--- src/rtl/oseq_pkg.sv ---
// constants and types shared by the output sequencing block
package oseq_pkg;
  // command codes of the sequencing and status registers
  localparam logic [7:0] CMD_PG_ASSERT   = 8'h5e;
  localparam logic [7:0] CMD_PG_RELEASE  = 8'h5f;
  localparam logic [7:0] CMD_TON_WAIT    = 8'h60;
  localparam logic [7:0] CMD_TON_RAMP    = 8'h61;
  localparam logic [7:0] CMD_TON_TIMEOUT = 8'h62;
  localparam logic [7:0] CMD_TOFF_WAIT   = 8'h64;
  localparam logic [7:0] CMD_TOFF_RAMP   = 8'h65;
  localparam logic [7:0] CMD_TOFF_WARN   = 8'h66;
  localparam logic [7:0] CMD_SUMMARY     = 8'h78;
  localparam logic [7:0] CMD_EXT_STATUS  = 8'h79;
  localparam logic [7:0] CMD_VOUT_STATUS = 8'h7a;

  // index of each time register in the time array
  localparam int T_TON_WAIT    = 0;
  localparam int T_TON_RAMP    = 1;
  localparam int T_TON_TIMEOUT = 2;
  localparam int T_TOFF_WAIT   = 3;
  localparam int T_TOFF_RAMP   = 4;
  localparam int T_TOFF_WARN   = 5;
  localparam int T_NUM         = 6;

  localparam logic [15:0] RST_THRESH = 16'h0000;
  localparam logic [15:0] RST_TIME   = 16'h0000;

  // times in milliseconds
  localparam logic [16:0] MIN_TON_WAIT_MS    = 17'h00001;
  localparam logic [16:0] RESTART_EXTRA_MS   = 17'h00027;
  localparam logic [16:0] MIN_RAMP_MS        = 17'h0000a;
  localparam logic [16:0] SHARE_RAMP_MS      = 17'h000c8;
  localparam logic [16:0] TON_MARGIN_MS      = 17'h0000a;
  localparam logic [16:0] TON_SHARE_MARGIN_MS = 17'h000c8;
  localparam logic [16:0] MIN_FALL_MS        = 17'h0000a;
  localparam logic [16:0] TOFF_MARGIN_MS     = 17'h00005;

  // clock timing: 1 ms tick derived from the clock period
  localparam int CLK_PERIOD_NS = 5;
  localparam int MS_IN_NS      = 1000000;
  localparam int CYC_PER_MS    = MS_IN_NS / CLK_PERIOD_NS;

  // summary status bit positions
  localparam int SB_VOUT_OV  = 5;
  localparam int SB_IOUT_OC  = 4;
  localparam int SB_VIN_UV   = 3;
  localparam int SB_TEMP     = 2;
  localparam int SB_CML      = 1;
  // extended status high bits
  localparam int SW_VOUT     = 15;
  localparam int SW_IOUT     = 14;
  localparam int SW_VIN      = 13;
  // output voltage status bit positions
  localparam int SV_OV_FAULT = 7;
  localparam int SV_OV_WARN  = 6;
  localparam int SV_UV_WARN  = 5;
  localparam int SV_UV_FAULT = 4;
  localparam int SV_MAX_WARN = 3;
  localparam int SV_TON_MAX  = 2;
  localparam int SV_TOFF_MAX = 1;

  // linear11 fields
  localparam int L11_EXP_MSB  = 15;
  localparam int L11_EXP_LSB  = 11;
  localparam int L11_MANT_MSB = 10;

  typedef enum logic [2:0] {
    ST_OFF,
    ST_ON_WAIT,
    ST_RISE,
    ST_ON,
    ST_OFF_WAIT,
    ST_FALL,
    ST_ABNORMAL
  } oseq_state_e;
endpackage : oseq_pkg

--- src/rtl/oseq_tick_if.sv ---
// millisecond tick carried from the tick generator to the sequencer
`timescale 1ns/10ps
interface oseq_tick_if;
  logic tick;
  modport src (output tick);
  modport snk (input tick);
endinterface : oseq_tick_if

--- src/rtl/oseq_lin11_ms.sv ---
// linear11 time word to whole milliseconds, saturating
`timescale 1ns/10ps
module oseq_lin11_ms #(
  parameter int OW = 17
) (
  input  wire logic [15:0]   i_word,
  output logic      [OW-1:0] o_ms
);
  logic signed [4:0] exp_s;
  logic        [9:0] mant;
  logic        [47:0] wide;
  localparam logic [47:0] SAT = 48'((64'h1 << OW) - 1);

  always_comb begin
    exp_s = i_word[oseq_pkg::L11_EXP_MSB:oseq_pkg::L11_EXP_LSB];
    mant  = i_word[oseq_pkg::L11_MANT_MSB-1:0];
    if (exp_s < 0) begin
      wide = {38'h0, mant} >> (-exp_s);
    end else begin
      wide = {38'h0, mant} << exp_s;
    end
    // negative times read as zero
    if (i_word[oseq_pkg::L11_MANT_MSB]) begin
      o_ms = '0;
    end else if (wide > SAT) begin
      o_ms = SAT[OW-1:0];
    end else begin
      o_ms = wide[OW-1:0];
    end
  end
endmodule : oseq_lin11_ms

--- src/rtl/oseq_ms_tick.sv ---
// one-cycle pulse every millisecond
`timescale 1ns/10ps
module oseq_ms_tick #(
  parameter int CYC_PER_MS = oseq_pkg::CYC_PER_MS
) (
  input  wire logic i_clk,
  input  wire logic i_rst_n,
  oseq_tick_if.src  tick_if
);
  typedef struct packed {
    logic [31:0] cnt;
    logic        tick;
  } oseq_tick_s;

  oseq_tick_s s_r;
  oseq_tick_s s_nxt;

  always_comb begin
    s_nxt      = s_r;
    s_nxt.tick = 1'b0;
    if (s_r.cnt >= 32'(CYC_PER_MS - 1)) begin
      s_nxt.cnt  = 32'h0;
      s_nxt.tick = 1'b1;
    end else begin
      s_nxt.cnt = s_r.cnt + 32'h1;
    end
  end

  always_ff @(posedge i_clk or negedge i_rst_n) begin
    if (!i_rst_n) begin
      s_r <= '0;
    end else begin
      s_r <= s_nxt;
    end
  end

  assign tick_if.tick = s_r.tick;
endmodule : oseq_ms_tick

--- src/rtl/oseq_sequencer.sv ---
// output turn-on/turn-off sequencing, power-good and status registers
`timescale 1ns/10ps
module oseq_sequencer #(
  parameter int CYC_PER_MS = oseq_pkg::CYC_PER_MS
) (
  input  wire logic        i_clk,
  input  wire logic        i_rstn,
  input  wire logic [7:0]  i_cmd_code,
  input  wire logic        i_wr_stb,
  input  wire logic [15:0] i_wr_data,
  input  wire logic        i_rd_stb,
  input  wire logic        i_clear_faults,
  input  wire logic        i_remote_enable,
  input  wire logic        i_bus_ctrl_enable,
  input  wire logic        i_operation_on,
  input  wire logic        i_droop_load_sharing,
  input  wire logic        i_bus_current_sharing,
  input  wire logic [15:0] i_vout,
  input  wire logic        i_vout_ov_fault,
  input  wire logic        i_vout_ov_warn,
  input  wire logic        i_vout_uv_warn,
  input  wire logic        i_vout_uv_fault,
  input  wire logic        i_vout_above_max,
  input  wire logic        i_iout_oc_fault,
  input  wire logic        i_iout_event,
  input  wire logic        i_vin_uv_fault,
  input  wire logic        i_vin_event,
  input  wire logic        i_temp_event,
  input  wire logic        i_cml_fault,
  output logic      [15:0] o_rd_data,
  output logic             o_rd_valid,
  output logic             o_power_good_output_pin_n,
  output logic             o_fault_alert_pin_n,
  output logic             o_output_on,
  output logic             o_ramp_up,
  output logic             o_ramp_down,
  output logic      [16:0] o_ramp_ms
);
  typedef struct packed {
    oseq_pkg::oseq_state_e   st;
    logic [15:0]             pg_on;
    logic [15:0]             pg_off;
    logic [oseq_pkg::T_NUM-1:0][15:0] treg;
    logic [16:0]             ms;
    logic                    first_start;
    logic                    pg_seen;
    logic                    ton_flt;
    logic                    toff_wrn;
    logic                    pg_n;
    logic                    alert_n;
    logic [15:0]             rd_data;
    logic                    rd_valid;
    logic                    out_on;
    logic                    ramp_up;
    logic                    ramp_dn;
    logic [16:0]             ramp_ms;
  } oseq_seq_s;

  oseq_seq_s s_r;
  oseq_seq_s s_nxt;

  logic        rst_meta_r;
  logic        rst_n_r;
  logic [oseq_pkg::T_NUM-1:0][16:0] t_ms;
  logic        share;
  logic        en_req;
  logic [16:0] ton_wait_eff;
  logic [16:0] rise_eff;
  logic [16:0] ton_max_min;
  logic [16:0] ton_max_eff;
  logic [16:0] fall_eff;
  logic [16:0] warn_min;
  logic [16:0] warn_eff;
  logic [7:0]  summary;
  logic [7:0]  vout_stat;
  logic        vout_hi;
  logic        vout_lo;

  oseq_tick_if tick_if ();

  // reset release through two flip-flops
  always_ff @(posedge i_clk or negedge i_rstn) begin
    if (!i_rstn) begin
      rst_meta_r <= 1'b0;
      rst_n_r    <= 1'b0;
    end else begin
      rst_meta_r <= 1'b1;
      rst_n_r    <= rst_meta_r;
    end
  end

  oseq_ms_tick #(
    .CYC_PER_MS (CYC_PER_MS)
  ) u_tick (
    .i_clk   (i_clk),
    .i_rst_n (rst_n_r),
    .tick_if (tick_if.src)
  );

  // decode each linear11 time register to milliseconds
  for (genvar g = 0; g < oseq_pkg::T_NUM; g++) begin : g_conv
    oseq_lin11_ms #(
      .OW (17)
    ) u_conv (
      .i_word (s_r.treg[g]),
      .o_ms   (t_ms[g])
    );
  end

  // effective times after minimum enforcement
  always_comb begin
    share  = i_droop_load_sharing | i_bus_current_sharing;
    // all three enable paths must agree; any one drop disables
    en_req = i_remote_enable & i_bus_ctrl_enable & i_operation_on;
    if (t_ms[oseq_pkg::T_TON_WAIT] < oseq_pkg::MIN_TON_WAIT_MS) begin
      ton_wait_eff = oseq_pkg::MIN_TON_WAIT_MS;
    end else begin
      ton_wait_eff = t_ms[oseq_pkg::T_TON_WAIT];
    end
    if (s_r.first_start) begin
      ton_wait_eff = ton_wait_eff + oseq_pkg::RESTART_EXTRA_MS;
    end
    if (share) begin
      rise_eff    = oseq_pkg::SHARE_RAMP_MS;
      ton_max_min = rise_eff + oseq_pkg::TON_SHARE_MARGIN_MS;
    end else begin
      if (t_ms[oseq_pkg::T_TON_RAMP] < oseq_pkg::MIN_RAMP_MS) begin
        rise_eff = oseq_pkg::MIN_RAMP_MS;
      end else begin
        rise_eff = t_ms[oseq_pkg::T_TON_RAMP];
      end
      ton_max_min = rise_eff + oseq_pkg::TON_MARGIN_MS;
    end
    if (t_ms[oseq_pkg::T_TON_TIMEOUT] < ton_max_min) begin
      ton_max_eff = ton_max_min;
    end else begin
      ton_max_eff = t_ms[oseq_pkg::T_TON_TIMEOUT];
    end
    if (t_ms[oseq_pkg::T_TOFF_RAMP] < oseq_pkg::MIN_FALL_MS) begin
      fall_eff = oseq_pkg::MIN_FALL_MS;
    end else begin
      fall_eff = t_ms[oseq_pkg::T_TOFF_RAMP];
    end
    warn_min = fall_eff + oseq_pkg::TOFF_MARGIN_MS;
    if (t_ms[oseq_pkg::T_TOFF_WARN] < warn_min) begin
      warn_eff = warn_min;
    end else begin
      warn_eff = t_ms[oseq_pkg::T_TOFF_WARN];
    end
    vout_hi = i_vout > s_r.pg_on;
    vout_lo = i_vout < s_r.pg_off;
  end

  // status bytes from live inputs and latched timing faults
  always_comb begin
    summary                       = 8'h00;
    summary[oseq_pkg::SB_VOUT_OV] = i_vout_ov_fault;
    summary[oseq_pkg::SB_IOUT_OC] = i_iout_oc_fault;
    summary[oseq_pkg::SB_VIN_UV]  = i_vin_uv_fault;
    summary[oseq_pkg::SB_TEMP]    = i_temp_event;
    summary[oseq_pkg::SB_CML]     = i_cml_fault;
    vout_stat                          = 8'h00;
    vout_stat[oseq_pkg::SV_OV_FAULT]   = i_vout_ov_fault;
    vout_stat[oseq_pkg::SV_OV_WARN]    = i_vout_ov_warn;
    vout_stat[oseq_pkg::SV_UV_WARN]    = i_vout_uv_warn;
    vout_stat[oseq_pkg::SV_UV_FAULT]   = i_vout_uv_fault;
    vout_stat[oseq_pkg::SV_MAX_WARN]   = i_vout_above_max;
    vout_stat[oseq_pkg::SV_TON_MAX]    = s_r.ton_flt;
    vout_stat[oseq_pkg::SV_TOFF_MAX]   = s_r.toff_wrn;
  end

  always_comb begin
    s_nxt          = s_r;
    s_nxt.rd_valid = 1'b0;

    // register writes; status registers ignore writes
    if (i_wr_stb) begin
      if (i_cmd_code == oseq_pkg::CMD_PG_ASSERT) begin
        s_nxt.pg_on = i_wr_data;
      end else if (i_cmd_code == oseq_pkg::CMD_PG_RELEASE) begin
        s_nxt.pg_off = i_wr_data;
      end else if (i_cmd_code == oseq_pkg::CMD_TON_WAIT) begin
        s_nxt.treg[oseq_pkg::T_TON_WAIT] = i_wr_data;
      end else if (i_cmd_code == oseq_pkg::CMD_TON_RAMP) begin
        s_nxt.treg[oseq_pkg::T_TON_RAMP] = i_wr_data;
      end else if (i_cmd_code == oseq_pkg::CMD_TON_TIMEOUT) begin
        s_nxt.treg[oseq_pkg::T_TON_TIMEOUT] = i_wr_data;
      end else if (i_cmd_code == oseq_pkg::CMD_TOFF_WAIT) begin
        s_nxt.treg[oseq_pkg::T_TOFF_WAIT] = i_wr_data;
      end else if (i_cmd_code == oseq_pkg::CMD_TOFF_RAMP) begin
        s_nxt.treg[oseq_pkg::T_TOFF_RAMP] = i_wr_data;
      end else if (i_cmd_code == oseq_pkg::CMD_TOFF_WARN) begin
        s_nxt.treg[oseq_pkg::T_TOFF_WARN] = i_wr_data;
      end
    end

    // register reads; unknown codes answer zero
    if (i_rd_stb) begin
      s_nxt.rd_valid = 1'b1;
      if (i_cmd_code == oseq_pkg::CMD_PG_ASSERT) begin
        s_nxt.rd_data = s_r.pg_on;
      end else if (i_cmd_code == oseq_pkg::CMD_PG_RELEASE) begin
        s_nxt.rd_data = s_r.pg_off;
      end else if (i_cmd_code == oseq_pkg::CMD_TON_WAIT) begin
        s_nxt.rd_data = s_r.treg[oseq_pkg::T_TON_WAIT];
      end else if (i_cmd_code == oseq_pkg::CMD_TON_RAMP) begin
        s_nxt.rd_data = s_r.treg[oseq_pkg::T_TON_RAMP];
      end else if (i_cmd_code == oseq_pkg::CMD_TON_TIMEOUT) begin
        s_nxt.rd_data = s_r.treg[oseq_pkg::T_TON_TIMEOUT];
      end else if (i_cmd_code == oseq_pkg::CMD_TOFF_WAIT) begin
        s_nxt.rd_data = s_r.treg[oseq_pkg::T_TOFF_WAIT];
      end else if (i_cmd_code == oseq_pkg::CMD_TOFF_RAMP) begin
        s_nxt.rd_data = s_r.treg[oseq_pkg::T_TOFF_RAMP];
      end else if (i_cmd_code == oseq_pkg::CMD_TOFF_WARN) begin
        s_nxt.rd_data = s_r.treg[oseq_pkg::T_TOFF_WARN];
      end else if (i_cmd_code == oseq_pkg::CMD_SUMMARY) begin
        s_nxt.rd_data = {8'h00, summary};
      end else if (i_cmd_code == oseq_pkg::CMD_EXT_STATUS) begin
        s_nxt.rd_data = {|vout_stat, i_iout_event, i_vin_event,
                         5'h00, summary};
      end else if (i_cmd_code == oseq_pkg::CMD_VOUT_STATUS) begin
        s_nxt.rd_data = {8'h00, vout_stat};
      end else begin
        s_nxt.rd_data = 16'h0000;
      end
    end

    // clear first so a same-cycle set wins
    if (i_clear_faults) begin
      s_nxt.ton_flt  = 1'b0;
      s_nxt.toff_wrn = 1'b0;
    end

    if (tick_if.tick && (s_r.ms != '1)) begin
      s_nxt.ms = s_r.ms + 17'h1;
    end

    case (s_r.st)
      oseq_pkg::ST_OFF: begin
        if (en_req) begin
          s_nxt.st = oseq_pkg::ST_ON_WAIT;
          s_nxt.ms = '0;
        end
      end
      oseq_pkg::ST_ON_WAIT: begin
        if (!en_req) begin
          s_nxt.st = oseq_pkg::ST_OFF;
        end else if (s_r.ms >= ton_wait_eff) begin
          s_nxt.st          = oseq_pkg::ST_RISE;
          s_nxt.ms          = '0;
          s_nxt.first_start = 1'b0;
          s_nxt.pg_seen     = 1'b0;
          s_nxt.out_on      = 1'b1;
          s_nxt.ramp_up     = 1'b1;
          s_nxt.ramp_ms     = rise_eff;
        end
      end
      oseq_pkg::ST_RISE, oseq_pkg::ST_ON: begin
        if (vout_hi) begin
          s_nxt.pg_seen = 1'b1;
        end
        // timeout counted from the start of rise
        if (!s_r.pg_seen && !vout_hi &&
            (s_r.treg[oseq_pkg::T_TON_TIMEOUT] != 16'h0000) &&
            (s_r.ms >= ton_max_eff)) begin
          s_nxt.ton_flt = 1'b1;
        end
        if (!en_req) begin
          s_nxt.st      = oseq_pkg::ST_OFF_WAIT;
          s_nxt.ms      = '0;
          s_nxt.ramp_up = 1'b0;
        end else if ((s_r.st == oseq_pkg::ST_RISE) &&
                     (s_r.ms >= rise_eff)) begin
          s_nxt.st      = oseq_pkg::ST_ON;
          s_nxt.ramp_up = 1'b0;
        end
      end
      oseq_pkg::ST_OFF_WAIT: begin
        if (s_r.ms >= t_ms[oseq_pkg::T_TOFF_WAIT]) begin
          s_nxt.st      = oseq_pkg::ST_FALL;
          s_nxt.ms      = '0;
          s_nxt.out_on  = 1'b0;
          s_nxt.ramp_dn = 1'b1;
          s_nxt.ramp_ms = fall_eff;
        end
      end
      oseq_pkg::ST_FALL: begin
        if (vout_lo && (s_r.ms >= fall_eff)) begin
          s_nxt.st      = oseq_pkg::ST_OFF;
          s_nxt.ramp_dn = 1'b0;
        end else if (!vout_lo && (s_r.ms >= warn_eff)) begin
          s_nxt.toff_wrn = 1'b1;
          s_nxt.st       = oseq_pkg::ST_ABNORMAL;
          s_nxt.ramp_dn  = 1'b0;
        end
      end
      oseq_pkg::ST_ABNORMAL: begin
        s_nxt.st = oseq_pkg::ST_ABNORMAL;
      end
      default: begin
        s_nxt.st = oseq_pkg::ST_OFF;
      end
    endcase

    // power-good pin, active low
    if ((s_nxt.st == oseq_pkg::ST_ON_WAIT) ||
        (s_nxt.st == oseq_pkg::ST_RISE)) begin
      s_nxt.pg_n = 1'b1;
    end else if (vout_lo) begin
      s_nxt.pg_n = 1'b1;
    end else if (vout_hi && (s_nxt.st == oseq_pkg::ST_ON)) begin
      s_nxt.pg_n = 1'b0;
    end

    s_nxt.alert_n = !(s_nxt.ton_flt || s_nxt.toff_wrn);
  end

  always_ff @(posedge i_clk or negedge rst_n_r) begin
    if (!rst_n_r) begin
      s_r             <= '0;
      s_r.st          <= oseq_pkg::ST_OFF;
      s_r.pg_on       <= oseq_pkg::RST_THRESH;
      s_r.pg_off      <= oseq_pkg::RST_THRESH;
      s_r.treg        <= {oseq_pkg::T_NUM{oseq_pkg::RST_TIME}};
      s_r.first_start <= 1'b1;
      s_r.pg_n        <= 1'b1;
      s_r.alert_n     <= 1'b1;
    end else begin
      s_r <= s_nxt;
    end
  end

  assign o_rd_data                 = s_r.rd_data;
  assign o_rd_valid                = s_r.rd_valid;
  assign o_power_good_output_pin_n = s_r.pg_n;
  assign o_fault_alert_pin_n       = s_r.alert_n;
  assign o_output_on               = s_r.out_on;
  assign o_ramp_up                 = s_r.ramp_up;
  assign o_ramp_down               = s_r.ramp_dn;
  assign o_ramp_ms                 = s_r.ramp_ms;
endmodule : oseq_sequencer

--- config.mk ---
export PLATFORM = sky130hd
export DESIGN_NAME = oseq_sequencer
export DESIGN_NICKNAME = d
export VERILOG_FILES = /design/src/rtl/oseq_pkg.sv /design/src/rtl/oseq_tick_if.sv /design/src/rtl/oseq_lin11_ms.sv /design/src/rtl/oseq_ms_tick.sv /design/src/rtl/oseq_sequencer.sv
export SDC_FILE = /design/constraint.sdc
export NUM_CORES = 1
export LEC_CHECK = 0
export ABC_AREA = 0
export BUFFER_PORTS_ARGS = -buffer_cell sky130_fd_sc_hd__buf_2
export CORE_MARGIN = 1
export CORE_UTILIZATION = 44
export DETAILED_ROUTE_END_ITERATION = 8
export SLEW_MARGIN = 20
export SYNTH_ARGS = -nofsm -noshare
export SYNTH_HDL_FRONTEND = slang
export SYNTH_SLANG_ARGS = --single-unit
--- constraint.sdc ---
create_clock -name i_clk -period 8.45 [get_ports i_clk]
set_input_delay 0.4225 -clock i_clk [delete_from_list [all_inputs] [get_ports i_clk]]
set_output_delay 0.4225 -clock i_clk [all_outputs]
set_load 0.005 [all_outputs]
Word-level counts from Yosys, hierarchy flattened
Index checks and enable logic that the tools add are counted.

Register bits after elaboration: 226. Bits of input ports: 61. Output and inout bits: 39. Word-level logic and storage cells: 229.

Add/sub/neg operators: 11. Order comparisons: 26. Equality and inequality tests: 27. Shifts and indexed selects: 12. Muxes and demuxes: 82. Bitwise operators: 10. Reduce and logical (&&, ||, !) cells: 35.

Operators with widths (count): $mux 17 (27); $gt 48x17->1 const B (6); $mux 48 (6); $shl 10x5->48 (6); $shr 10x5->48 (6); $mux 16 (10); $ge 17x17->1 (6); $eq 8x7->1 const B (11); $pmux 17 s4 (1); $mux 19 (2); $lt 17x17->1 (2); $lt 17x4->1 const B (2); $pmux 17 s2 (1); $add 32x1->32 const B (1); $ge 32x18->1 const B (1); $mux 32 (1); $lt 5x1->1 const B (6); $neg 5->5 (6); $mux 3 (8); $mux 18 (1); $pmux 3 s6 (1); $add 17x1->17 const B (1); $add 17x3->17 const B (1); $add 17x4->17 const B (1); other kinds (34) (89).

Depth between registers and ports, before layout
Gate-level depths: netlist of the first run.

Word-level depth: 21. Mapped depth: 43. Gate-level depth less buffers: 39.

Hierarchy
A second synthesis of the first run with hierarchy kept.

Cells, all modules: 2632. Area total of the unflattened synthesis: 23207.3 um^2.

By module, submodules not included: oseq_sequencer (times used 1, cells an instance 1518, area an instance 14549.0 um^2, sequential area each 4833.4 um^2); oseq_lin11_ms (times used 6, cells an instance 166, area an instance 1206.2 um^2, sequential area each 0.0 um^2); oseq_ms_tick (times used 1, cells an instance 118, area an instance 1421.4 um^2, sequential area each 825.8 um^2).

Worst setup path after synthesis of the first run
OpenSTA, ideal clock, no wires.

Kind: register -> register. Start point: register s_r[87] in the netlist's numbering. End point: register s_r[40] in the netlist's numbering. Setup time: 127 ps. Arrival time: 8368 ps. Required time: 8323 ps. Setup slack: -46 ps. Stages on the path, launching flop included: 42. Buffers on the path: 5. Period minus slack after synthesis: 8496 ps. Cell sequence: dfrtp_1 -> buf_2 -> buf_2 -> buf_2 -> inv_1 -> ha_1 -> buf_1 -> mux2i_1 -> mux2i_1 -> a32oi_1 -> o2111ai_1 -> nor4b_1 -> o211a_1 -> nor2_1 -> o22a_1 -> ha_1 -> nor4_1 -> nor2_1 -> [... 6 more ...] -> a21o_1 -> a21o_1 -> a21oi_1 -> o22ai_1 -> a211oi_2 -> buf_4 -> mux2i_1 -> ha_1 -> nor2b_1 -> o21a_1 -> o21a_1 -> o21a_1 -> o21a_1 -> o21ai_0 -> a21oi_1 -> o21ai_0 -> a211oi_1 -> or2_2.

RTL lines: start: declaration (line oseq_sequencer.sv:59) `oseq_seq_s s_r;`; start signal: assignment (line oseq_sequencer.sv:329) `s_r <= s_nxt;`.

Worst setup path after layout of the first run
Start point: register s_r[72] in the netlist's numbering. End point: register s_r, in the netlist o_ramp_ms[1].

Longest elaborated chain between the ends: 13. Elaborated cells on any way between the ends: 15. Classes of those cells: 2 x add/sub; 4 x order compare; 1 x eq/ne; 2 x shift; 5 x mux; 1 x reduce/logical.

RTL lines: $neg 5->5 (line oseq_lin11_ms.sv:18) `wide = {38'h0, mant} >> (-exp_s);`; $shr 10x5->48 (line oseq_lin11_ms.sv:18); $mux 48 * (line oseq_lin11_ms.sv:17) `if (exp_s < 0) begin`; $gt 48x17->1 (line oseq_lin11_ms.sv:25) `end else if (wide > SAT) begin`; $mux 17 * (line oseq_lin11_ms.sv:25); $mux 17 * (line oseq_lin11_ms.sv:23) `if (i_word[oseq_pkg::L11_MANT_MSB]) begin`; $lt 17x1->1 (line oseq_sequencer.sv:115) `if (t_ms[oseq_pkg::T_TON_WAIT] < oseq_pkg::MIN_TON_WAIT_MS) begin`; $mux 17 * (line oseq_sequencer.sv:115); $add 17x6->17 (line oseq_sequencer.sv:121) `ton_wait_eff = ton_wait_eff + oseq_pkg::RESTART_EXTRA_MS;`; $mux 17 * (line oseq_sequencer.sv:120) `if (s_r.first_start) begin`; $ge 17x17->1 * (line oseq_sequencer.sv:248) `end else if (s_r.ms >= ton_wait_eff) begin`; $ne 2x2->1 (no source line) *; $reduce_and 4->1 (no source line) *.

Mark *: on every way between the ends. The rest lies on a longest branch, timed or not. A chain may end at the register's enable or synchronous reset.

==> results.py, run 1 <==
metrics = {
    "route": {
        "ant_nets": 0,
        "drc": 0,
        "viasPerCell": 6.33,
        "wl_per_cell_um": 23.4,
        "drtIter0Drc": 2200,
        "drt_pre_antenna_iters": 7,
        "wl_mm": 80.4,
        "vias": 21700,
    },
    "clock_tree": {
        "h-tree-depth": 1,
        "cts_sinks": 226,
        "cts_buffers": 26,
        "cts_root_buffer": "clkbuf_16",
        "clk_pin_slew_ps": 60,
        "clockBufferDepth": 3,
        "insertion_delay_ps": 570,
        "tritoncts": "done",
    },
    "pwr": {
        "share_comb_of_total_power_pct": 37.2,
        "power_frac_seq_pct": 33.7,
        "netSwitchingFraction_pct": 38.2,
        "switchingPower_mw": 1.58,
        "total_power_mw": 4.14,
        "p_clk_share_pct": 29.1,
        "power.leakage_nw": 11.1,
        "intPower_mw": 2.56,
        "p_per_area_nw_per_um2": 164,
        "ir_drop_uv": 216,
    },
    "sta": {
        "hold_viol": 0,
        "worst_pin_slew_ps": 1040,
        "finalCriticalPeriod_ps": 7890,
        "rsz0062_at_grt": "false",
        "maxSlewViolCount": 0,
        "slew-limit-headroom_pct": 30.9,
        "max_freq_mhz": 127,
        "skew_ps": 14.6,
        "setup_viol": 0,
        "period_share_pct": 93.4,
        "fin_setup_tns_ps": 0,
    },
    "worst_setup_path": {
        "critical_path.max_fanout": 17,
        "critPathKind": "flip-flop to flip-flop",
        "cp.arrival_ps": 8350,
        "endpoint_kind": "flip-flop",
        "crit_chain": "inv_2, ha_1, mux4_2, mux2i_1, o32ai_1, or4b_1, or4_1, or4_4, o211a_4, ha_1, a21oi_1, nand2_1, a21oi_1, o211ai_1, nor3_1, o21ai_1, ha_1, nand3_1, nor4_1, a21oi_1, o32a_1, nor2_4, o21ai_0, o22a_1",
        "cpPeakStageDelay_ps": 610,
        "cp-start-kind": "flip-flop",
        "cpMaxStageDelayCell": "ha_1",
        "critical_path_required_ps": 8910,
    },
    "yosys": {
        "synth-edff-count": 0,
        "synth-main-ff-cell": "dfrtp_1",
        "yosysUniqueCellTypes": 93,
        "syn_area_um2": 23300,
        "avgSynthCellArea_um2": 8.51,
        "ys_warn_count": 0,
        "ys_ff_latch": 226,
        "synth_cells": 2738,
        "synth_top_area_cell": "dfrtp_1",
        "synth_top_area_share_pct": 23.9,
        "synthTopCellsByArea": "dfrtp_1 24%, ha_1 9.5%, mux2_2 8.8%, mux2i_1 6.7%, mux4_2 3.9%",
        "ys_top_cells_by_count": "236 x nand2_1, 236 x nor2_1, 223 x dfrtp_1",
        "synth_seq_area_share_pct": 24.3,
        "ys_async_sr_fraction_pct": 100,
    },
    "finish": {
        "design_area_um2": 25300,
        "syn2layout_area_growth_pct": 8.38,
        "n_antenna_cell": 0,
        "fin_nets": 2970,
        "layout-drive-gt1-share_pct": 17.6,
    },
    "placement": {
        "dp_hpwl_mm": 61.4,
        "place_area_um2": 24300,
        "port_buffers": 99,
        "globalplace.congestion": 0.999,
    },
    "global_routing": {
        "first_global_vias": 20500,
        "grt-ovfl-total": 0,
        "grt.total_usage_pct": 29.4,
        "grt_antenna_before_repair": 1,
        "grt_pass1_wl_mm": 123,
        "grt_max_degree": 160,
    },
    "die": {
        "rows": 83,
        "die_w_um": 232,
        "dieHeight_um": 232,
        "start_util_pct": 45.0,
        "io_pins": 100,
        "core-area_um2": 51800,
        "dieArea_um2": 53900,
    },
    "job": {
        "cap_violations": 0,
    },
    "status": {
        "status": "complete, no violations",
    },
    "min_path": {
        "min_path_type": "input pin to flip-flop",
    },
}
==> path summary, 6_finish.rpt <==
path,from,endpoint,slack (ps),cells past startpoint
max in group asynchronous,rst_n_r$_DFF_PN0_,o_ramp_ms[12]$_DFFE_PN0P_,6530,1
worst min-delay path,i_clear_faults,s_r[39]$_DFF_PN0_,140,2
worst min register to register,rst_meta_r$_DFF_PN0_,rst_n_r$_DFF_PN0_,360,0
worst max register to register,s_r[72]$_DFFE_PN0P_,o_ramp_ms[1]$_DFFE_PN0P_,560,24
worst max-delay path,s_r[72]$_DFFE_PN0P_,o_ramp_ms[1]$_DFFE_PN0P_,560,24
min in group asynchronous,i_rstn,rst_n_r$_DFF_PN0_,170,2
==> critical path, delay by kind of cell, from the launching register on <==
| family | cells | cell delay (ps) |
|---|---|---|
| fa+ha+maj | 3 | 1110 |
| buf+inv | 1 | 100 |
| compound gates | 10 | 2780 |
| flops | 1 | 360 |
| simple gates | 8 | 2810 |
| mux | 2 | 600 |
==> cell type report <==
cell class	instances	area (um2)
fill	4993	26600
multi-input combinational	2191	16300
sequential	226	5660
timing repair buffer	168	1060
tap	680	851
clock buffer	35	724
inverter	119	447
clock inverter	10	181
==> cells by family after synthesis <==
| logic type | Yosys count | synth area share (%) |
|---|---|---|
| compound gates | 714 | 20.4 |
| xor+xnor | 66 | 2.58 |
| fa+ha+maj | 177 | 9.50 |
| buf+inv | 334 | 6.17 |
| flops | 226 | 24.3 |
| mux | 383 | 19.8 |
| other cells | 2 | 0.0322 |
| simple gates | 836 | 17.2 |
==> cell usage in the layout, fill, tap and decap left out, types with 42 or more instances in the layout <==
master and count:
nand2b_1 44, nand2_1 236, nand3_1 55, dfrtp_1 221
inv_1 112, nor2_1 234, mux2_2 182, mux2i_1 155
buf_4 64, nor3_1 49, a21o_1 60, buf_2 99
a21oi_1 173, ha_1 176, a31oi_1 42, o21ai_0 135
==> flip-flops by register name (all words and copies together) (netlist names) <==
signal,cells
o_fault_alert_pin_n,1
o_output_on,1
o_power_good_output_pin_n,1
o_ramp_down,1
o_ramp_ms,17
o_ramp_up,1
o_rd_data,16
o_rd_valid,1
rst_meta_r,1
rst_n_r,1
s_r,152
u_tick.s_r,32
u_tick.tick_if.tick,1
==> layer usage <==
metal | global-route usage, % | vias up | wire length, um
met1 | 42.6 | 10600 | 37100
met5 | 0 | - | 12
met3 | 3.77 | 140 | 5480
li1 | - | 10100 | -
met4 | 8.59 | 2 | 2560
met2 | 45.2 | 871 | 35300
==> stage by stage <==
step	cells	setup WS [ps]	utilization, %	hold slack, ps
after detailed placement	3382	137	46.8	212
after global routing	3429	5.33	48.7	122
after global placement	3382	88.7	46.8	209
after floorplan	2751	133	-	127
after CTS	3428	128	48.6	115
final	3429	555	48.7	145
==> repair_timing <==
item,4_1_cts,5_1_grt
hold endpoints to repair,2,0
resized for setup,0,16
hold buffers,1,0
setup endpoints to repair,0,25
buffers inserted,0,1
==> power by group through the flow <==
stage	registers [mW]	clock network [mW]	logic (mW)
after floorplan	1.30	0	1.14
after global placement	1.41	0	1.47
after detailed placement	1.41	0	1.50
after CTS	1.39	1.23	1.51
after global routing	1.41	1.27	1.69
final	1.39	1.20	1.54
Note: power is estimated with default switching activity, not from simulation.
==> run 2: changes to the inputs <==
--- a/config.mk
+++ b/config.mk
@@ -7,6 +7,7 @@
 export LEC_CHECK = 0
 export ABC_AREA = 0
 export BUFFER_PORTS_ARGS = -buffer_cell sky130_fd_sc_hd__buf_2
+export CORE_ASPECT_RATIO = 0.75
 export CORE_MARGIN = 1
 export CORE_UTILIZATION = 44
 export DETAILED_ROUTE_END_ITERATION = 8
==> run 2 against run 1 <==
Net effect:
- die area barely moved
- critical endpoint is now s_r[40]$_DFF_PN0_
- flip-flop and latch count did not move
- routed wire length rose by 6.2%
==> results.py, run 2 (synthesis results as in run 1) <==
metrics = {
    "clock_tree": {
        "cts_root_buffer": "clkbuf_16",
        "h-tree-depth": 1,
        "cts_buffers": 26,
        "tritoncts": "done",
        "insertion_delay_ps": 610,
        "clockBufferDepth": 3,
        "cts_sinks": 226,
        "clk_pin_slew_ps": 80,
    },
    "pwr": {
        "share_comb_of_total_power_pct": 39.2,
        "ir_drop_uv": 153,
        "power_frac_seq_pct": 32.5,
        "p_clk_share_pct": 28.3,
        "netSwitchingFraction_pct": 39.4,
        "p_per_area_nw_per_um2": 164,
        "intPower_mw": 2.54,
        "switchingPower_mw": 1.65,
        "power.leakage_nw": 11.2,
    },
    "finish": {
        "n_antenna_cell": 0,
        "layout-drive-gt1-share_pct": 18.9,
        "syn2layout_area_growth_pct": 9.48,
        "final_common_cell": "nand2_1",
        "largest-register": "s_r",
        "fin_nets": 2996,
        "largest_reg_flops": 152,
        "most-common-layout-cells": "236 x nand2_1, 235 x nor2_1, 220 x dfrtp_1",
        "finalNonFillerCells": 3481,
    },
    "job": {
        "cap_violations": 0,
    },
    "worst_setup_path": {
        "reg2reg_depth": 37,
        "endpoint_kind": "flip-flop",
        "crit_buf_inv": 4,
        "cp.arrival_ps": 8570,
        "critical_path.max_fanout": 11,
        "cpPeakStageDelay_ps": 460,
        "r2r-end": "s_r[40]$_DFF_PN0_",
        "critical_path_required_ps": 8900,
        "cp-start-kind": "flip-flop",
        "cpMaxStageDelayCell": "dfrtp_2",
        "cpLargestDelayFamily": "compound AO/OA/AOI/OAI gates",
        "critPathKind": "flip-flop to flip-flop",
        "rrSetupSlack_ps": 330,
        "reg2reg_from": "s_r[87]$_DFFE_PN0P_",
    },
    "die": {
        "dieArea_um2": 53900,
        "dieHeight_um": 201,
        "io_pins": 100,
        "core-area_um2": 51900,
        "die_w_um": 268,
        "rows": 72,
        "start_util_pct": 44.9,
    },
    "sta": {
        "skew_ps": 41.4,
        "setup_slack_ps": 334,
        "maxSlewViolCount": 0,
        "fin_setup_tns_ps": 0,
        "period_share_pct": 96.0,
        "hold_viol": 0,
        "slew-limit-headroom_pct": 21.0,
        "fin_hold_ws_ps": 136,
        "worst_pin_slew_ps": 1170,
        "max_freq_mhz": 123,
        "setup_viol": 0,
        "finalCriticalPeriod_ps": 8120,
    },
    "route": {
        "drc": 0,
        "vias": 22200,
        "wl_per_cell_um": 24.5,
        "viasPerCell": 6.39,
        "wl_mm": 85.4,
        "drt_pre_antenna_iters": 6,
        "ant_nets": 0,
        "drtIter0Drc": 2849,
    },
    "placement": {
        "dp_hpwl_mm": 65.0,
        "post-place-cells": 3421,
        "dp_slack_ps": 127,
        "globalplace.congestion": 0.979,
        "port_buffers": 99,
    },
    "status": {
        "status": "complete, no violations",
    },
    "global_routing": {
        "grt.total_usage_pct": 31.0,
        "grt_pass1_wl_mm": 129,
        "grt-ovfl-total": 0,
        "first_global_vias": 20700,
        "grt_max_degree": 72,
        "grt_antenna_before_repair": 4,
    },
    "min_path": {
        "min_path_type": "input pin to async pin",
    },
}
[run 2: changes by cell type in the layout (fill, tap and decap cells not counted), moves of 2 or more]
cell / before / now
bufinv_16: 4 / 1
buf_4: 64 / 88
o21ai_1: 4 / 6
inv_6: 1 / 3
o21ai_0: 135 / 133
clkinv_4: 0 / 3
clkinvlp_4: 1 / 4
nor3_1: 49 / 47
clkbuf_1: 5 / 0
nor3_2: 3 / 5
clkbuf_16: 26 / 28
[run 2: metrics by stage]
stage | util [%] | power, mW | area (um2)
final | 49.2 | 4.18 | 25500
after detailed placement | 47.0 | 2.93 | 24400
after floorplan | - | 2.45 | 23400
after global placement | 47.0 | 2.90 | 24400
after CTS | 48.8 | 4.12 | 25300
after global routing | 49.2 | 4.41 | 25500
[run 2: layout make-up]
cell class                      instances  area [um2]
Inverter                              119         447
Fill cell                            5038       26400
Clock buffer                           31         719
Timing Repair Buffer                  194        1270
Multi-Input combinational cell       2191       16400
Sequential cell                       226        5670
Tap cell                              703         880
Clock inverter                         17         174
[run 2: worst register-to-register path: cells and delay by family, from the launching register on]
| kind | cells | cell delay, ps |
|---|---|---|
| AOI/OAI and AO/OA | 21 | 4000 |
| adders and majority gates | 3 | 790 |
| muxes | 2 | 680 |
| and+or+nand+nor | 7 | 1470 |
| buffers and inverters | 4 | 570 |
| DFF | 1 | 460 |
[run 2: metal layers]
metal | GRT usage, % | vias up | wire length [um]
met3 | 5.70 | 122 | 8200
met5 | 0 | - | 30
li1 | - | 10100 | -
met4 | 7.51 | 6 | 1990
met2 | 43.2 | 1104 | 34700
met1 | 48.3 | 10900 | 40500
[run 2: how the worst max path moves through the flow]
stage                                                  endpoint            startpoint  cells after the start  slack [ps]
after floorplan                               s_r[40]$_DFF_PN0_   s_r[87]$_DFFE_PN0P_                     41         130
after global placement                        s_r[40]$_DFF_PN0_   s_r[87]$_DFFE_PN0P_                     39         140
after detailed placement                      s_r[40]$_DFF_PN0_   s_r[87]$_DFFE_PN0P_                     39         130
after CTS                                     s_r[40]$_DFF_PN0_   s_r[87]$_DFFE_PN0P_                     38          40
after global routing      o_power_good_output_pin_n$_DFFE_PN1P_  s_r[135]$_DFFE_PN0P_                     38         -50
final                                         s_r[40]$_DFF_PN0_   s_r[87]$_DFFE_PN0P_                     37         330
[run 2: power groups by stage]
stage	combinational, mW	clock (mW)	sequential (mW)
floorplan	1.14	0	1.30
global route	1.79	1.24	1.38
finish	1.64	1.18	1.36
global placement	1.53	0	1.37
CTS	1.56	1.20	1.35
detailed placement	1.55	0	1.38
[run 2: what timing repair did]
item | CTS | global route
hold buffers | 1 | 0
buffers inserted | 0 | 8
gates resized for setup | 0 | 22
endpoints found under the hold margin | 2 | 0
setup endpoints to repair | 0 | 7
==> run 3: changes to the inputs <==
--- a/config.mk
+++ b/config.mk
@@ -11,6 +11,7 @@
 export CORE_MARGIN = 1
 export CORE_UTILIZATION = 44
 export DETAILED_ROUTE_END_ITERATION = 8
+export MAX_ROUTING_LAYER = met4
 export SLEW_MARGIN = 20
 export SYNTH_ARGS = -nofsm -noshare
 export SYNTH_HDL_FRONTEND = slang
==> run 3 against run 2 <==
Net effect:
- sequential share of layout area rose by 0.066 points
- hold slack improved by 11 ps
- non-clock buffer count fell by 7
- critical path type unchanged
- highest routed layer is now met4
==> results.py, run 3 (synthesis results as in run 1) <==
metrics = {
    "sta": {
        "fin_hold_ws_ps": 147,
        "maxSlewViolCount": 0,
        "max_freq_mhz": 125,
        "setup_viol": 0,
        "fin_setup_tns_ps": 0,
        "period_share_pct": 95.0,
        "skew_ps": 22.5,
        "worst_pin_slew_ps": 1280,
        "hold_viol": 0,
        "slew-limit-headroom_pct": 14.3,
        "finalCriticalPeriod_ps": 8030,
    },
    "worst_setup_path": {
        "cpPeakStageDelay_ps": 480,
        "reg2reg_depth": 35,
        "critical_path.max_fanout": 20,
        "cpMaxStageDelayCell": "a222oi_1",
        "cp.arrival_ps": 8510,
        "critPathKind": "flip-flop to flip-flop",
        "critical_path_required_ps": 8930,
        "endpoint_kind": "flip-flop",
        "r2r-end": "o_power_good_output_pin_n$_DFFE_PN1P_",
        "cp_common_cell": "ha_1",
        "reg2reg_from": "s_r[135]$_DFFE_PN0P_",
        "rrSetupSlack_ps": 420,
        "cp-start-kind": "flip-flop",
    },
    "pwr": {
        "switchingPower_mw": 1.61,
        "netSwitchingFraction_pct": 38.9,
        "power.leakage_nw": 11.1,
        "power_frac_seq_pct": 32.6,
        "intPower_mw": 2.53,
        "p_per_area_nw_per_um2": 163,
        "share_comb_of_total_power_pct": 39.0,
        "p_clk_share_pct": 28.3,
        "ir_drop_uv": 140,
        "total_power_mw": 4.15,
    },
    "finish": {
        "design_area_um2": 25400,
        "final_common_cell": "nand2_1",
        "largest_reg_flops": 152,
        "largest-register": "s_r",
        "syn2layout_area_growth_pct": 9.16,
        "nFillCells": 5008,
        "layout-drive-gt1-share_pct": 18.6,
        "most-common-layout-cells": "236 x nand2_1, 235 x nor2_1, 220 x dfrtp_1",
        "fin_nets": 2990,
        "final_core_util_pct": 49.0,
    },
    "global_routing": {
        "grt_pass1_wl_mm": 127,
        "grt_antenna_before_repair": 4,
        "grt_max_degree": 74,
        "grt.total_usage_pct": 31.4,
        "first_global_vias": 20700,
        "grt-ovfl-total": 0,
    },
    "route": {
        "drt_pre_antenna_iters": 6,
        "drc": 0,
        "wl_per_cell_um": 23.9,
        "wl_mm": 83.2,
        "vias": 21900,
        "drtIter0Drc": 2583,
        "viasPerCell": 6.31,
        "ant_nets": 0,
    },
    "placement": {
        "port_buffers": 99,
        "globalplace.congestion": 0.988,
        "place_area_um2": 24300,
        "dp_hpwl_mm": 63.3,
    },
    "job": {
        "cap_violations": 0,
    },
    "clock_tree": {
        "h-tree-depth": 1,
        "clockBufferDepth": 3,
        "insertion_delay_ps": 590,
        "cts_root_buffer": "clkbuf_16",
        "tritoncts": "done",
        "cts_buffers": 27,
        "cts_sinks": 226,
        "clk_pin_slew_ps": 60,
    },
    "die": {
        "die_w_um": 268,
        "dieArea_um2": 53900,
        "core-area_um2": 51900,
        "io_pins": 100,
        "rows": 72,
        "start_util_pct": 44.9,
        "dieHeight_um": 201,
    },
    "status": {
        "status": "complete, no violations",
    },
    "min_path": {
        "min_path_type": "input pin to async pin",
    },
}
==> run 3: cell types whose count changed in the layout (fill, tap and decap cells not counted), sizes merged <==
cell | previous run | this run
clkbuf | 33 | 38
diode | 0 | 3
clkinvlp | 4 | 0
buf | 191 | 185
clkinv | 13 | 11
==> run 3: final cells by class <==
cell class	count	area [um2]	area share (%)
inverters	119	447	1.76
clock buffers	37	753	2.96
diodes	3	7.51	0.0295
well taps	703	880	3.46
repair buffers	187	1210	4.74
multi-input cells	2191	16400	64.3
clock inverters	11	114	0.448
flip-flops and latches	226	5670	22.3
==> run 3: layer usage <==
metal,up-vias,share of wire (%),global-route usage (%)
li1,10200,-,-
met1,10600,48,46.8
met2,989,41,43.1
met3,133,8.4,5.25
met4,0,3.0,8.59
met5,-,0,-
==> run 3: power groups by stage <==
stage / Sequential [mW] / Combinational, mW / Clock [mW]
floorplan: 1.30 / 1.14 / 0
global placement: 1.37 / 1.52 / 0
detailed placement: 1.37 / 1.54 / 0
CTS: 1.35 / 1.55 / 1.20
global route: 1.37 / 1.77 / 1.24
finish: 1.35 / 1.62 / 1.18
==> run 3: through the flow <==
step | setup slack, ps | instances
after floorplan | 133 | 2751
after global placement | 197 | 3410
after detailed placement | 34.5 | 3410
after CTS | 80.5 | 3459
after global routing | -34.2 | 3477
final | 423 | 3477
==> run 3: worst max-delay path: cells and delay by family, from the launching register on <==
family	cells	cell delay, ps
simple gates	10	2010
fa+ha+maj	3	800
buf+inv	5	650
compound gates	14	3090
mux	2	670
flops	1	410
xor+xnor	1	260
==> run 3: worst max path at each step <==
stage,from,cells past startpoint,to,slack [ps]
after floorplan,s_r[87]$_DFFE_PN0P_,41,s_r[40]$_DFF_PN0_,130
after global placement,s_r[87]$_DFFE_PN0P_,37,s_r[40]$_DFF_PN0_,200
after detailed placement,s_r[87]$_DFFE_PN0P_,37,s_r[40]$_DFF_PN0_,30
after CTS,s_r[87]$_DFFE_PN0P_,37,s_r[40]$_DFF_PN0_,80
after global routing,s_r[87]$_DFFE_PN0P_,36,s_r[40]$_DFF_PN0_,-30
final,s_r[135]$_DFFE_PN0P_,35,o_power_good_output_pin_n$_DFFE_PN1P_,420
==> run 3: timing repair <==
item,4_1_cts,5_1_grt
hold buffers,1,0
setup endpoints to repair,1,7
pin swaps,0,12
gates cloned,0,2
hold endpoints to repair,2,0
resized for setup,1,29
buffers inserted,0,13
